$ cat config.mk
export PLATFORM = sky130hd
export DESIGN_NAME = packet_capture_ctrl
export DESIGN_NICKNAME = d
export VERILOG_FILES = /design/src/include/capture_pkg.sv /design/src/capture_fifo.sv /design/src/packet_capture_ctrl.sv
export VERILOG_INCLUDE_DIRS = /design/src /design/src/include
export SDC_FILE = /design/constraint.sdc
export NUM_CORES = 1
export LEC_CHECK = 0
export ABC_AREA = 0
export BUFFER_PORTS_ARGS = -buffer_cell sky130_fd_sc_hd__buf_2
export CAP_MARGIN = 20
export CORE_MARGIN = 1
export CORE_UTILIZATION = 40
export CTS_BUF_LIST = sky130_fd_sc_hd__clkbuf_16
export DETAILED_ROUTE_END_ITERATION = 8
export GPL_ROUTABILITY_DRIVEN = 0
export HOLD_SLACK_MARGIN = 0.08
export PLACE_DENSITY_LB_ADDON = 0.08
export REMOVE_ABC_BUFFERS = 1
export SLEW_MARGIN = 10
export SYNTH_ARGS = -nofsm -noshare
export SYNTH_HDL_FRONTEND = slang
export SYNTH_HIERARCHICAL = 1
export SYNTH_SLANG_ARGS = --single-unit
$ cat constraint.sdc
create_clock -name clk -period 2.5 [get_ports clk]
set_input_delay 0.25 -clock clk [delete_from_list [all_inputs] [get_ports clk]]
set_output_delay 0.25 -clock clk [all_outputs]
set_load 0.05 [all_outputs]
$ cat src/include/capture_cfg.svh
`ifndef CAPTURE_CFG_SVH
`define CAPTURE_CFG_SVH

// ****************************************
// Capacity limits of one capture file
// ****************************************
`define CAP_MBYTES 6
`define CAP_BYTE_LIMIT (`CAP_MBYTES * 1024 * 1024)
`define CAP_BYTE_W 23
`define CAP_PKT_LIMIT 3904
`define CAP_PKT_W 12

// ****************************************
// File naming
// ****************************************
`define CAP_GEN_MAX 999
`define CAP_GEN_W 10
`define CAP_GEN_RESET 10'h000

// ****************************************
// Data path buffer
// ****************************************
`define CAP_FIFO_WIDTH 9
`define CAP_FIFO_DEPTH 4
`define CAP_LAST_BIT 8

`endif

$ cat src/include/capture_pkg.sv
`include "capture_cfg.svh"

package capture_pkg;
	typedef logic [`CAP_BYTE_W-1:0] byte_cnt_t;
	typedef logic [`CAP_PKT_W-1:0] pkt_cnt_t;
	typedef logic [`CAP_GEN_W-1:0] gen_t;
	typedef logic [13:0] year_t;
	typedef logic [3:0] month_t;
	typedef logic [4:0] day_t;
	typedef logic [4:0] hour_t;
	typedef logic [5:0] minute_t;
	typedef enum logic [1:0] {
		ST_IDLE,
		ST_CAPTURE,
		ST_DRAIN
	} state_t;
endpackage

$ cat src/capture_fifo.sv
`timescale 1ns/10ps

module capture_fifo #(
	parameter int WIDTH = 9,
	parameter int DEPTH = 4
) (
	input wire logic clk, // System clock
	input wire logic reset_n, // Asynchronous reset, active low
	input wire logic in_valid, // Write side data valid
	input wire logic [WIDTH-1:0] in_data, // Write side data
	output logic in_ready, // Room for one more word, registered
	output logic out_valid, // Read side data valid, registered
	output logic [WIDTH-1:0] out_data, // Read side data, registered
	input wire logic out_ready // Read side takes the word
);
	localparam int PW = (DEPTH > 1) ? $clog2(DEPTH) : 1;
	localparam int CW = $clog2(DEPTH + 1);

	logic [WIDTH-1:0] mem_q [DEPTH];
	logic [PW-1:0] wr_ptr_q;
	logic [PW-1:0] rd_ptr_q;
	logic [CW-1:0] cnt_q;
	logic [CW-1:0] cnt_d;
	wire push = in_valid && in_ready;
	wire pop = (cnt_q != '0) && (!out_valid || out_ready);

	function automatic logic [PW-1:0] ptr_next(input logic [PW-1:0] p);
		ptr_next = (p == PW'(DEPTH - 1)) ? '0 : p + 1'b1;
	endfunction

	assign cnt_d = cnt_q + CW'(push) - CW'(pop);

	// ****************************************
	// Storage; read data leave through a register
	// ****************************************
	always_ff @(posedge clk) begin
		if (push) begin
			mem_q[wr_ptr_q] <= in_data;
		end
	end

	always_ff @(posedge clk or negedge reset_n) begin
		if (!reset_n) begin
			wr_ptr_q <= '0;
			rd_ptr_q <= '0;
			cnt_q <= '0;
			in_ready <= 1'b0;
			out_valid <= 1'b0;
			out_data <= '0;
		end else begin
			cnt_q <= cnt_d;
			// Registered ready from the next count drops in the cycle the buffer becomes full
			in_ready <= (cnt_d < CW'(DEPTH));
			if (push) begin
				wr_ptr_q <= ptr_next(wr_ptr_q);
			end
			if (pop) begin
				rd_ptr_q <= ptr_next(rd_ptr_q);
				out_data <= mem_q[rd_ptr_q];
				out_valid <= 1'b1;
			end else if (out_ready) begin
				out_valid <= 1'b0;
			end
		end
	end
endmodule // capture_fifo

$ cat src/packet_capture_ctrl.sv
`timescale 1ns/10ps
`include "capture_cfg.svh"

module packet_capture_ctrl (
	input wire logic clk, // 200 MHz system clock
	input wire logic reset_n, // Asynchronous reset, active low
	input wire logic cycle_tick, // Controller cycle enable pulse
	input wire logic req_enable_cfg, // Request flag honoured when high
	input wire logic power_on_cfg, // Capture after power-up when high
	input wire logic capture_request_flag, // Host request, asynchronous
	output logic capture_active_flag, // Capture in progress
	output logic capacity_stop, // Last capture ended by a limit
	input wire logic frame_valid, // Fieldbus byte valid
	input wire logic [7:0] frame_data, // Fieldbus byte
	input wire logic frame_last, // Byte ends its packet
	output logic frame_ready, // Byte taken when valid
	input wire capture_pkg::year_t rtc_year, // Clock year
	input wire capture_pkg::month_t rtc_month, // Clock month
	input wire capture_pkg::day_t rtc_day, // Clock day
	input wire capture_pkg::hour_t rtc_hour, // Clock hour
	input wire capture_pkg::minute_t rtc_minute, // Clock minute
	output capture_pkg::year_t file_year, // Name: year
	output capture_pkg::month_t file_month, // Name: month
	output capture_pkg::day_t file_day, // Name: day
	output capture_pkg::hour_t file_hour, // Name: hour
	output capture_pkg::minute_t file_minute, // Name: minute
	output capture_pkg::gen_t file_gen, // Name: generation
	output logic card_open, // Pulse: open new file
	output logic card_close, // Pulse: close file
	output logic card_wr_valid, // Card write byte valid
	output logic [7:0] card_wr_data, // Card write byte
	output logic card_wr_last, // Card byte ends packet
	input wire logic card_wr_ready, // Card takes the byte
	input wire logic card_busy, // Card access in progress, async
	output logic card_activity_indicator // Card activity lamp
);
	import capture_pkg::*;

	// ****************************************
	// Synchronisers and request sampling
	// ****************************************
	logic req_s1_q;
	logic req_s2_q;
	logic req_smp_q;
	logic busy_s1_q;
	logic busy_s2_q;

	always_ff @(posedge clk or negedge reset_n) begin
		if (!reset_n) begin
			req_s1_q <= 1'b0;
			req_s2_q <= 1'b0;
			busy_s1_q <= 1'b0;
			busy_s2_q <= 1'b0;
		end else begin
			req_s1_q <= capture_request_flag;
			req_s2_q <= req_s1_q;
			busy_s1_q <= card_busy;
			busy_s2_q <= busy_s1_q;
		end
	end

	// Sampling only on the tick keeps a held request from re-arming
	always_ff @(posedge clk or negedge reset_n) begin
		if (!reset_n) begin
			req_smp_q <= 1'b0;
		end else if (cycle_tick) begin
			req_smp_q <= req_s2_q;
		end
	end

	wire req_rise = cycle_tick && req_s2_q && !req_smp_q;
	wire req_fall = cycle_tick && !req_s2_q && req_smp_q;

	// ****************************************
	// Power-on capture arming
	// ****************************************
	logic por_seen_q;
	logic por_pend_q;

	// Setting caught by a clocked process after release, never by reset
	always_ff @(posedge clk or negedge reset_n) begin
		if (!reset_n) begin
			por_seen_q <= 1'b0;
			por_pend_q <= 1'b0;
		end else begin
			por_seen_q <= 1'b1;
			if (!por_seen_q) begin
				por_pend_q <= power_on_cfg;
			end else begin
				por_pend_q <= 1'b0;
			end
		end
	end

	// ****************************************
	// Control decode
	// ****************************************
	state_t state_q;
	state_t state_d;
	byte_cnt_t byte_cnt_q;
	pkt_cnt_t pkt_cnt_q;
	gen_t gen_q;
	logic fifo_ready;
	logic fifo_out_valid;
	logic [`CAP_FIFO_WIDTH-1:0] fifo_out_data;
	logic push_q;

	function automatic gen_t gen_next(input gen_t g);
		gen_next = (g == `CAP_GEN_W'(`CAP_GEN_MAX)) ? `CAP_GEN_RESET :
			g + 1'b1;
	endfunction

	wire capturing = (state_q == ST_CAPTURE);
	wire req_start = req_rise && req_enable_cfg;
	wire start_go = (state_q == ST_IDLE) && (req_start || por_pend_q);
	wire accept = capturing && frame_valid && fifo_ready;
	wire byte_hit = accept &&
		(byte_cnt_q == `CAP_BYTE_W'(`CAP_BYTE_LIMIT - 1));
	wire pkt_hit = accept && frame_last &&
		(pkt_cnt_q == `CAP_PKT_W'(`CAP_PKT_LIMIT - 1));
	wire limit_stop = byte_hit || pkt_hit;
	wire stop_go = capturing && (req_fall || limit_stop);
	// A byte pushed into an empty buffer is invisible at its outputs
	// for one cycle, so the last push is remembered before closing
	wire drained = !push_q && !fifo_out_valid && !card_wr_valid;
	// Bytes cut at a capacity stop close their packet in the file
	wire push_last = frame_last || limit_stop;

	always_comb begin
		state_d = state_q;
		unique case (state_q)
			ST_IDLE: begin
				if (start_go) begin
					state_d = ST_CAPTURE;
				end
			end
			ST_CAPTURE: begin
				if (stop_go) begin
					state_d = ST_DRAIN;
				end
			end
			ST_DRAIN: begin
				if (drained) begin
					state_d = ST_IDLE;
				end
			end
		endcase
	end

	// ****************************************
	// State, counters and flags
	// ****************************************
	always_ff @(posedge clk or negedge reset_n) begin
		if (!reset_n) begin
			state_q <= ST_IDLE;
			capture_active_flag <= 1'b0;
			card_open <= 1'b0;
			card_close <= 1'b0;
			push_q <= 1'b0;
		end else begin
			state_q <= state_d;
			capture_active_flag <= (state_d == ST_CAPTURE);
			card_open <= start_go;
			card_close <= (state_q == ST_DRAIN) && drained;
			push_q <= accept;
		end
	end

	always_ff @(posedge clk or negedge reset_n) begin
		if (!reset_n) begin
			byte_cnt_q <= '0;
			pkt_cnt_q <= '0;
			capacity_stop <= 1'b0;
		end else if (start_go) begin
			byte_cnt_q <= '0;
			pkt_cnt_q <= '0;
			capacity_stop <= 1'b0;
		end else if (accept) begin
			byte_cnt_q <= byte_cnt_q + 1'b1;
			pkt_cnt_q <= pkt_cnt_q + `CAP_PKT_W'(frame_last);
			capacity_stop <= capacity_stop || limit_stop;
		end
	end

	// Generation rolls over so names stay three digits
	always_ff @(posedge clk or negedge reset_n) begin
		if (!reset_n) begin
			gen_q <= `CAP_GEN_RESET;
			file_gen <= `CAP_GEN_RESET;
			file_year <= '0;
			file_month <= '0;
			file_day <= '0;
			file_hour <= '0;
			file_minute <= '0;
		end else if (start_go) begin
			gen_q <= gen_next(gen_q);
			file_gen <= gen_q;
			file_year <= rtc_year;
			file_month <= rtc_month;
			file_day <= rtc_day;
			file_hour <= rtc_hour;
			file_minute <= rtc_minute;
		end
	end

	// ****************************************
	// Data path to the card
	// ****************************************
	capture_fifo #(
		.WIDTH(`CAP_FIFO_WIDTH),
		.DEPTH(`CAP_FIFO_DEPTH)
	) u_fifo (
		.clk(clk),
		.reset_n(reset_n),
		.in_valid(capturing && frame_valid),
		.in_data({push_last, frame_data}),
		.in_ready(fifo_ready),
		.out_valid(fifo_out_valid),
		.out_data(fifo_out_data),
		.out_ready(!card_wr_valid || card_wr_ready)
	);

	// Bytes outside a capture are taken and dropped while the buffer has room, so the link stalls only when it is full
	assign frame_ready = fifo_ready;

	always_ff @(posedge clk or negedge reset_n) begin
		if (!reset_n) begin
			card_wr_valid <= 1'b0;
			card_wr_data <= 8'h00;
			card_wr_last <= 1'b0;
		end else if (!card_wr_valid || card_wr_ready) begin
			card_wr_valid <= fifo_out_valid;
			card_wr_data <= fifo_out_data[7:0];
			card_wr_last <= fifo_out_data[`CAP_LAST_BIT];
		end
	end

	// Lamp covers both our writes and any access the card reports
	always_ff @(posedge clk or negedge reset_n) begin
		if (!reset_n) begin
			card_activity_indicator <= 1'b0;
		end else begin
			card_activity_indicator <= busy_s2_q || card_wr_valid ||
				fifo_out_valid;
		end
	end
endmodule // packet_capture_ctrl

Word level (Yosys, flattened, before mapping)
Memories as Yosys holds them, arrays and structs flattened. A register that Yosys moved wholly into a read port is not among the register bits.
Index checks and enable logic that the tools add are counted.
{ "op_classes": {"addsub": 7, "order_cmp": 1, "n_eq_ne": 8, "n_mux": 18, "reduce_logical": 35} }
{ "ops": {"columns": ["cell", "n"], "rows": [
  ["$mux W23", 2],
  ["$mux W12", 2],
  ["$add A23 B1 Y23 const B", 1],
  ["$eq A23 B23 Y1 const B", 1],
  ["$logic_and A1 B1 Y1", 16],
  ["$add A12 B1 Y12", 1],
  ["$eq A12 B12 Y1 const B", 1],
  ["$add A10 B1 Y10 const B", 1],
  ["$eq A10 B10 Y1 const B", 1],
  ["$mux W10", 1],
  ["$mux W2", 5],
  ["$logic_or A1 B1 Y1", 9],
  ["$mux W1", 7],
  ["$eq A2 B2 Y1 const B", 3],
  ["$logic_not A1 Y1", 6],
  ["$pmux W2 S3", 1],
  ["$add A2 B1 Y2 const B", 2],
  ["$eq A2 B1 Y1 const B", 2],
  ["$reduce_bool A2 Y1", 2],
  ["$add A3 B1 Y3", 1],
  ["$lt A3 B3 Y1 const B", 1],
  ["$reduce_bool A3 Y1", 1],
  ["$sub A3 B1 Y3", 1],
  ["$logic_not A2 Y1", 1]
]} }
{ "totals": {"ff_bits": 123, "mem_bits_rw": 36, "input_bits": 52, "output_inout_bits": 60, "word_cells": 101, "n_memories": 1} }
{ "mem_list": {"columns": ["name", "words", "width", "rd", "rd_clocked_by_memory_dff", "wr", "line", "rtl"], "rows": [
  ["u_fifo.mem_q", 4, 9, 1, 1, 1, "capture_fifo.sv:19", "logic [WIDTH-1:0] mem_q [DEPTH];"]
]} }

Longest topological paths before layout
Gate-level depths: netlist of the first run.
{ "logic_depth": {"word_depth": 11, "mapped_depth": 13, "ltp_nobuf": 12} }

Hierarchy
The synthesis of the first run kept the hierarchy.
{ "by_module_without_submodules": {"columns": ["module", "n_inst", "cells_per_inst", "area_per_inst_um2", "seq_area_each_um2"], "rows": [
  ["packet_capture_ctrl", 1, 509, 4969.8, 2852.7],
  ["capture_fifo", 1, 107, 2142.1, 1531.5]
]} }

Worst setup path before layout of the first run
Ideal clock, no wire load.
{ "synth_timing": {"path_type": "reg2reg", "start": "register card_wr_valid", "end": "register u_fifo.cnt_q[2]", "setup_ps": 121, "arrival_time_ps": 2828, "t_required_ps": 2379, "slack_ps": -449, "path_stages_with_launch": 14, "path_buffers": 2, "path_cell_list": "dfrtp_1 nand2b_1 clkbuf_1 inv_1 a21oi_1 buf_4 ha_1 inv_1 ha_1 inv_1 fa_1 xnor2_1 xor2_1 inv_1"} }
{ "synth_between": {"elab_chain_len": 5} }
{ "synth_lines": {"columns": ["element", "line", "rtl"], "rows": [
  ["start: declaration", "packet_capture_ctrl.sv:30", "output logic card_wr_valid,"],
  ["start signal: assignment", "packet_capture_ctrl.sv:232", "card_wr_valid <= fifo_out_valid;"],
  ["$logic_not A1 Y1", "packet_capture_ctrl.sv:220", ".out_ready(!card_wr_valid || card_wr_ready)"],
  ["$logic_or A1 B1 Y1", "packet_capture_ctrl.sv:220", null],
  ["$logic_or A1 B1 Y1", "capture_fifo.sv:25", "wire pop = (cnt_q != '0) && (!out_valid || out_ready);"],
  ["$logic_and A1 B1 Y1", "capture_fifo.sv:25", null],
  ["via u_fifo.pop", "capture_fifo.sv:25", null],
  ["$sub A3 B1 Y3", "capture_fifo.sv:31", "assign cnt_d = cnt_q + CW'(push) - CW'(pop);"],
  ["via u_fifo.cnt_d[2]", "capture_fifo.sv:23", "logic [CW-1:0] cnt_d;"],
  ["end signal: assignment", "capture_fifo.sv:51", "cnt_q <= cnt_d;"],
  ["end: declaration", "capture_fifo.sv:22", "logic [CW-1:0] cnt_q;"]
]} }
The timed path passes the listed nets, and every way through them passes these cells.
A chain may end at the register's enable or synchronous reset.

Worst setup path after layout of the first run
{ "layout_timing": {"start": "register state_q[1]", "end": "register u_fifo.cnt_q[2]"} }
{ "layout_between": {"elab_chain_len": 5} }
{ "layout_lines": {"columns": ["element", "line", "rtl"], "rows": [
  ["start: declaration", "packet_capture_ctrl.sv:98", "state_t state_q;"],
  ["start signal: assignment", "packet_capture_ctrl.sv:161", "state_q <= state_d;"],
  ["$eq A2 B1 Y1", "packet_capture_ctrl.sv:113", "wire capturing = (state_q == ST_CAPTURE);"],
  ["$logic_and A1 B1 Y1", "packet_capture_ctrl.sv:215", ".in_valid(capturing && frame_valid),"],
  ["$logic_and A1 B1 Y1", "capture_fifo.sv:24", "wire push = in_valid && in_ready;"],
  ["$add A3 B1 Y3", "capture_fifo.sv:31", null],
  ["$sub A3 B1 Y3", "capture_fifo.sv:31", null],
  ["via u_fifo.cnt_d[2]", "capture_fifo.sv:23", null]
]} }
The timed path passes the listed nets, and every way through them passes these cells.

==> results.json, run 1 <==
{
  "outcome": "finished clean",
  "total_power_mw": 10.0,
  "grt_first_pass_wirelength_mm": 23.8,
  "antenna_found_initial": 0,
  "worst_slew_margin_rel": 0.569,
  "totalWireLength_mm": 14.4,
  "floorplan.initialDensity": 0.410,
  "cts-htree-levels": 4,
  "yosysTopAreaCellShare": 0.464,
  "floorplan.core_area_um2": 17400,
  "drv_cap": 0,
  "net-switching-power_mw": 3.91,
  "remaining_drc_errors": 0,
  "clk_transition_reported_paths_ns": 0.06,
  "number_of_antenna_cells_inserted": 0,
  "final_design_area_no_fill_um2": 9010,
  "timing.setup.critical_path_class": "reg -> reg",
  "synth_instances": 616,
  "synth_area_um2": 7110,
  "synth_top_flop_cell": "dfrtp_1",
  "drive_gt1_frac": 0.248,
  "arrival_ns": 2.64,
  "crit_path_start_kind": "register",
  "sequential_group_share_of_total_power": 0.394,
  "final_hold_viol_count": 0,
  "leakage_nw": 4.17,
  "cts_inserted_buffers": 17,
  "yosysWarnings": 6,
  "fin_worst_skew_ns": 0.00849,
  "tritoncts_num_sinks": 168,
  "p_clk_frac": 0.258,
  "postRouteAntennaNets": 0,
  "post_synth_num_cell_types": 59,
  "timing.critical_path.from": "state_q[1]$_DFF_PN0_",
  "detailedRoute.firstPassIterationCount": 4,
  "worstReg2RegStart": "state_q[1]$_DFF_PN0_",
  "clk-insertion-delay-late_ns": 0.42,
  "r2r_end": "u_fifo/cnt_q[2]$_DFF_PN0_",
  "finalCritPeriodShare": 0.931,
  "ys_top_cells_by_area": "dfrtp_1 (46%), edfxtp_1 (15%), nand2_1 (8.7%)",
  "hold-path-endpoint": "req_smp_q$_DFFE_PN0P_",
  "synth.ff_latch_count": 168,
  "worst_ir_drop_vdd_v": 0.000670,
  "async_flop_share": 0.786,
  "detailedPlace.worstSlack_ns": 0.0399,
  "grtUsageTotal": 0.168,
  "num_rows": 48,
  "fin_nets": 843,
  "rsz0062_at_grt": "no",
  "worst_reg_to_reg_setup_slack_ns": 0.17,
  "maxSlewViolCount": 0,
  "design.portCount": 112,
  "vias": 4968,
  "critical_path.endpoint_type": "register",
  "routed_via_count_divided_by_cell_count": 4.90,
  "flow.area_growth_from_synthesis_pct": 26.7,
  "dpl.hpwl_mm": 9.41,
  "dieHeight_um": 135,
  "largest_net_degree_at_the_start_of_global_routing": 58,
  "worst-path-max-fanout": 5,
  "fmaxAchievable_mhz": 429,
  "area_of_the_die_um2": 18300,
  "internal_power_mw": 6.09,
  "routedWlPerCell_um": 14.2,
  "post_layout_nonfiller_instances": 1014,
  "die_width_um": 135,
  "number_of_cell_instances_on_the_worst_register_to_register_path": 12,
  "ctsRootBufferMaster": "clkbuf_16",
  "clock_tree.buffer_depth": 2,
  "syn_avg_cell_area_um2": 11.5,
  "tritoncts": "done",
  "grt_pass1_vias": 4769,
  "synth_area_leader_cell": "dfrtp_1",
  "seq_area_frac_synth": 0.616,
  "min_period_ns": 2.33,
  "most_frequent_cells_after_synthesis": "nand2_1 (165), dfrtp_1 (132), edfxtp_1 (36)",
  "tightest_slew_ns": 0.647,
  "hold_path.startpoint": "cycle_tick",
  "power.switching_fraction": 0.391,
  "power_frac_comb": 0.348,
  "dp.cells": 935,
  "pwr_density_cell_nw_per_um2": 1110,
  "worstPathRequired_ns": 2.81,
  "post-route-worst-setup-slack_ns": 0.171,
  "count_of_cells_along_the_worst_hold_path": 2,
  "min_path_type": "in -> reg",
  "globalRoute.totalOverflow": 0,
  "synth-edff-count": 36,
  "portbufs": 111,
  "dr.first_iter.drc_count": 304,
  "synthMostInstantiatedCell": "nand2_1",
  "placed_cell_area_um2": 7950,
  "final_setup_violation_count": 0
}
[layer usage]
metal | vias up | GRT usage | wire length (um)
li1 | 2443 | - | -
met2 | 83 | 0.266 | 6990
met5 | - | 0 | 0
met1 | 2428 | 0.227 | 6750
met3 | 14 | 0.0438 | 508
met4 | 0 | 0.0506 | 140
[worst max-delay path: stages, from the launching register on]
cell	delay (ns)
dfrtp_1	0.39
inv_2	0.07
ha_1	0.17
and2_4	0.16
nand2_1	0.07
ha_1	0.30
inv_1	0.06
ha_1	0.13
inv_1	0.05
fa_1	0.40
xnor2_2	0.15
xor2_1	0.21
inv_1	0.06
[metrics by stage]
stage | hold slack, ns | setup TNS [ns] | utilization
finish | 0.109 | 0 | 0.519
global route | 0.0940 | 0 | 0.519
CTS | 0.0908 | 0 | 0.518
detailed placement | 0.297 | 0 | 0.458
global placement | 0.291 | 0 | 0.458
floorplan | -0.0456 | -138.69 | -
[timing repair]
action | in CTS | in global routing
setup buffers | 0 | 1
setup endpoints to repair | 0 | 2
gates resized for setup | 0 | 3
hold buffers | 46 | 0
endpoints found under the hold margin | 111 | 0
[state kept, by name (all words and copies together), names as in the netlist, 2 cells and up]
register	flops
card_wr_data	8
file_minute	6
u_fifo/mem_q	36
u_fifo/out_data	9
u_fifo/wr_ptr_q	2
u_fifo/rd_ptr_q	2
file_year	14
gen_q	10
u_fifo/cnt_q	3
pkt_cnt_q	12
file_gen	10
file_month	4
state_q	2
file_day	5
byte_cnt_q	23
file_hour	5
[cells by family after synthesis]
kind of cell / count (synthesis) / synth area share
fa+ha+maj: 15 / 0.0274
compound gates: 50 / 0.0449
other cells: 1 / 0.000527
flops: 168 / 0.616
simple gates: 276 / 0.180
buf+inv: 47 / 0.0278
mux: 35 / 0.0737
xor+xnor: 24 / 0.0296
[area by class of cell]
cell class	instances	area (um^2)
tap	225	282
timing repair buffer	167	1130
fill	1518	8350
sequential	168	4380
clock buffer	18	450
multi-input combinational	401	2550
clock inverter	14	134
inverter	21	78.8
[how the worst max path moves through the flow]
| stage | endpoint | cells past startpoint | slack, ns |
|---|---|---|---|
| 5_1_grt | u_fifo/cnt_q[2]$_DFF_PN0_ | 12 | 0.02 |
| 6_report | u_fifo/cnt_q[2]$_DFF_PN0_ | 12 | 0.17 |
| 3_5_place_dp | u_fifo/cnt_q[2]$_DFF_PN0_ | 12 | 0.04 |
| 4_1_cts | u_fifo/cnt_q[2]$_DFF_PN0_ | 12 | 0.05 |
| 3_3_place_gp | u_fifo/cnt_q[2]$_DFF_PN0_ | 12 | 0.16 |
| 2_1_floorplan | gen_q[4]$_DFFE_PN0P_ | 5 | -1.79 |
[power by group through the flow]
stage	sequential (mW)	combinational (mW)	clock, mW
final	3.94	3.48	2.58
after global routing	4.03	3.72	2.78
after CTS	3.94	3.49	2.66
after detailed placement	3.98	3.43	0
after global placement	3.96	3.36	0
after floorplan	5.28	1.19	0
[placed cells by master, fill, tap and decap left out, drive strengths merged, types with 4 or more instances in the layout]
master,synthesis,final
nor2,24,24
nor3,9,9
inv,20,24
ha,14,14
clkbuf,19,18
nor4,13,13
and3,8,8
xor2,8,8
nand2,165,165
nand2b,5,5
o21ai,12,12
xnor2,16,16
a21oi,16,16
mux2i,4,4
nand4,10,10
or3,8,8
dfrtp,132,132
o31ai,6,6
edfxtp,36,36
mux2,22,22
buf,7,121
nand3,12,12
clkinv,1,9
dlygate4sd3,0,46
or4,7,7
mux4,9,9
No activity file was read; power rests on OpenSTA's default activity.
==> inputs of run 2 (changes only) <==
==> constraint.sdc (replaced) <==
create_clock -name clk -period 2.34 [get_ports clk]
set_input_delay 0.234 -clock clk [delete_from_list [all_inputs] [get_ports clk]]
set_output_delay 0.234 -clock clk [all_outputs]
set_load 0.05 [all_outputs]
==> run 2 against run 1 <==
Net effect: register-to-register slack got worse by 0.03 ns; sequential share of layout area fell by 0.30 points; via count rose by 1.4%; combinational power rose by 7.8%; final area rose by 0.62%; worst setup slack got worse by 0.034 ns; power rose by 6.9%; die area did not move; utilization rose by 0.32 points; final cell count rose by 0.79%; flip-flop and latch count did not move; critical endpoint unchanged.
==> results.json, run 2 (synthesis gave the netlist of run 1 again) <==
{
  "fin_nets": 851,
  "worstReg2RegStart": "u_fifo/cnt_q[1]$_DFF_PN0_",
  "grt_pass1_vias": 4883,
  "final_setup_violation_count": 0,
  "worstPathRequired_ns": 2.65,
  "cts-htree-levels": 4,
  "post-route-worst-setup-slack_ns": 0.137,
  "tritoncts_num_sinks": 168,
  "tightest_slew_ns": 0.667,
  "worst-path-max-fanout": 3,
  "rsz0062_at_grt": "no",
  "arrival_ns": 2.51,
  "floorplan.initialDensity": 0.410,
  "clk-insertion-delay-late_ns": 0.42,
  "clock_tree.buffer_depth": 2,
  "maxSlewViolCount": 0,
  "detailedPlace.worstSlack_ns": -0.0548,
  "routedWlPerCell_um": 14.1,
  "antenna_found_initial": 0,
  "grtUsageTotal": 0.167,
  "outcome": "finished clean",
  "hold_path.startpoint": "cycle_tick",
  "drive_gt1_frac": 0.257,
  "worst_reg_to_reg_setup_slack_ns": 0.14,
  "worst_ir_drop_vdd_v": 0.000586,
  "most-common-layout-cells": "nand2_1 (165), dfrtp_1 (132), buf_2 (110)",
  "critical_path.endpoint_type": "register",
  "vias": 5037,
  "hold-path-endpoint": "req_smp_q$_DFFE_PN0P_",
  "remaining_drc_errors": 0,
  "largest_net_degree_at_the_start_of_global_routing": 72,
  "leakage_nw": 4.19,
  "worst_hold_slack_ns": 0.0988,
  "multiInputGateArea_um2": 2570,
  "tritoncts": "done",
  "cts_inserted_buffers": 17,
  "postRouteAntennaNets": 0,
  "detailedRoute.firstPassIterationCount": 7,
  "num_rows": 48,
  "dieHeight_um": 135,
  "dpl.hpwl_mm": 9.41,
  "layout.core_utilization": 0.522,
  "totalWireLength_mm": 14.4,
  "r2r_end": "u_fifo/cnt_q[2]$_DFF_PN0_",
  "routed_via_count_divided_by_cell_count": 4.93,
  "min_period_ns": 2.20,
  "die_width_um": 135,
  "fmaxAchievable_mhz": 454,
  "post_layout_nonfiller_instances": 1022,
  "fillerInstances": 1516,
  "ff_latch_area_um2": 4380,
  "top_register": "u_fifo/mem_q",
  "design.portCount": 112,
  "count_of_cells_along_the_worst_hold_path": 2,
  "timing.setup.critical_path_class": "reg -> reg",
  "min_path_type": "in -> reg",
  "area_of_the_die_um2": 18300,
  "globalRoute.totalOverflow": 0,
  "number_of_antenna_cells_inserted": 0,
  "number_of_cell_instances_on_the_worst_register_to_register_path": 10,
  "clk_transition_reported_paths_ns": 0.07,
  "worst_slew_margin_rel": 0.555,
  "drv_cap": 0,
  "largest_register_ffs": 36,
  "grt_first_pass_wirelength_mm": 23.8,
  "pwr_density_cell_nw_per_um2": 1180,
  "final_hold_viol_count": 0,
  "finalCritPeriodShare": 0.941,
  "fin_worst_skew_ns": 0.0100,
  "portbufs": 111,
  "most_common_library_cell_in_the_layout_ignoring_fill_and_taps": "nand2_1",
  "dp.cells": 942,
  "floorplan.core_area_um2": 17400,
  "flow.area_growth_from_synthesis_pct": 27.5,
  "dr.first_iter.drc_count": 232,
  "crit_path_start_kind": "register",
  "timing.critical_path.from": "u_fifo/cnt_q[1]$_DFF_PN0_",
  "biggestRegsByFlops": "u_fifo/mem_q x36, byte_cnt_q x23, file_year x14",
  "ctsRootBufferMaster": "clkbuf_16"
}
## run 2: worst max-delay path, cell delays in order, from the launching register on
cell and delay, ns:
dfrtp_1 0.43, nor3_1 0.26, a21oi_1 0.10, ha_1 0.30, inv_1 0.05, ha_1 0.13
inv_1 0.05, fa_2 0.35, xnor2_2 0.15, xor2_1 0.22, inv_1 0.06
## run 2: how the worst max path moves through the flow
| stage | endpoint | cells after the start |
|---|---|---|
| final | u_fifo/cnt_q[2]$_DFF_PN0_ | 10 |
| after global routing | u_fifo/cnt_q[2]$_DFF_PN0_ | 10 |
| after CTS | u_fifo/cnt_q[2]$_DFF_PN0_ | 12 |
| after detailed placement | u_fifo/cnt_q[2]$_DFF_PN0_ | 12 |
| after global placement | u_fifo/cnt_q[2]$_DFF_PN0_ | 12 |
| after floorplan | gen_q[4]$_DFFE_PN0P_ | 5 |
## run 2: layout make-up
cell class | count | share of cell area
multi-input combinational | 401 | 0.283
tap | 225 | 0.0310
sequential | 168 | 0.484
timing repair buffer | 175 | 0.130
clock inverter | 13 | 0.0113
inverter | 21 | 0.00869
clock buffer | 19 | 0.0524
## run 2: per-layer routing
metal,track usage,share of wire,vias up
li1,-,-,2467
met1,0.224,0.47,2467
met3,0.0382,0.029,15
met2,0.266,0.49,88
met4,0.0612,0.012,0
met5,0,0,-
## run 2: power breakdown
part           internal, mW  switching (mW)  total, mW
combinational          1.21            2.54       3.75
sequential             3.69           0.521       4.21
clock                  1.58            1.14       2.72
total                  6.49            4.20       10.7
## run 2: timing repair
action,4_1_cts,5_1_grt
setup endpoints to repair,1,2
setup buffers,1,1
endpoints found under the hold margin,97,0
pin swaps,2,2
hold buffers,46,0
resized for setup,3,3
## run 2: metrics by stage
stage          cell area (um^2)  power [mW]  TNS [ns]
5_1_grt                    9070        11.3         0
2_1_floorplan              6990        6.92   -154.43
4_1_cts                    9040        10.8         0
3_3_place_gp               7990        7.85         0
6_report                   9070        10.7         0
3_5_place_dp               7990        7.94   -0.0548
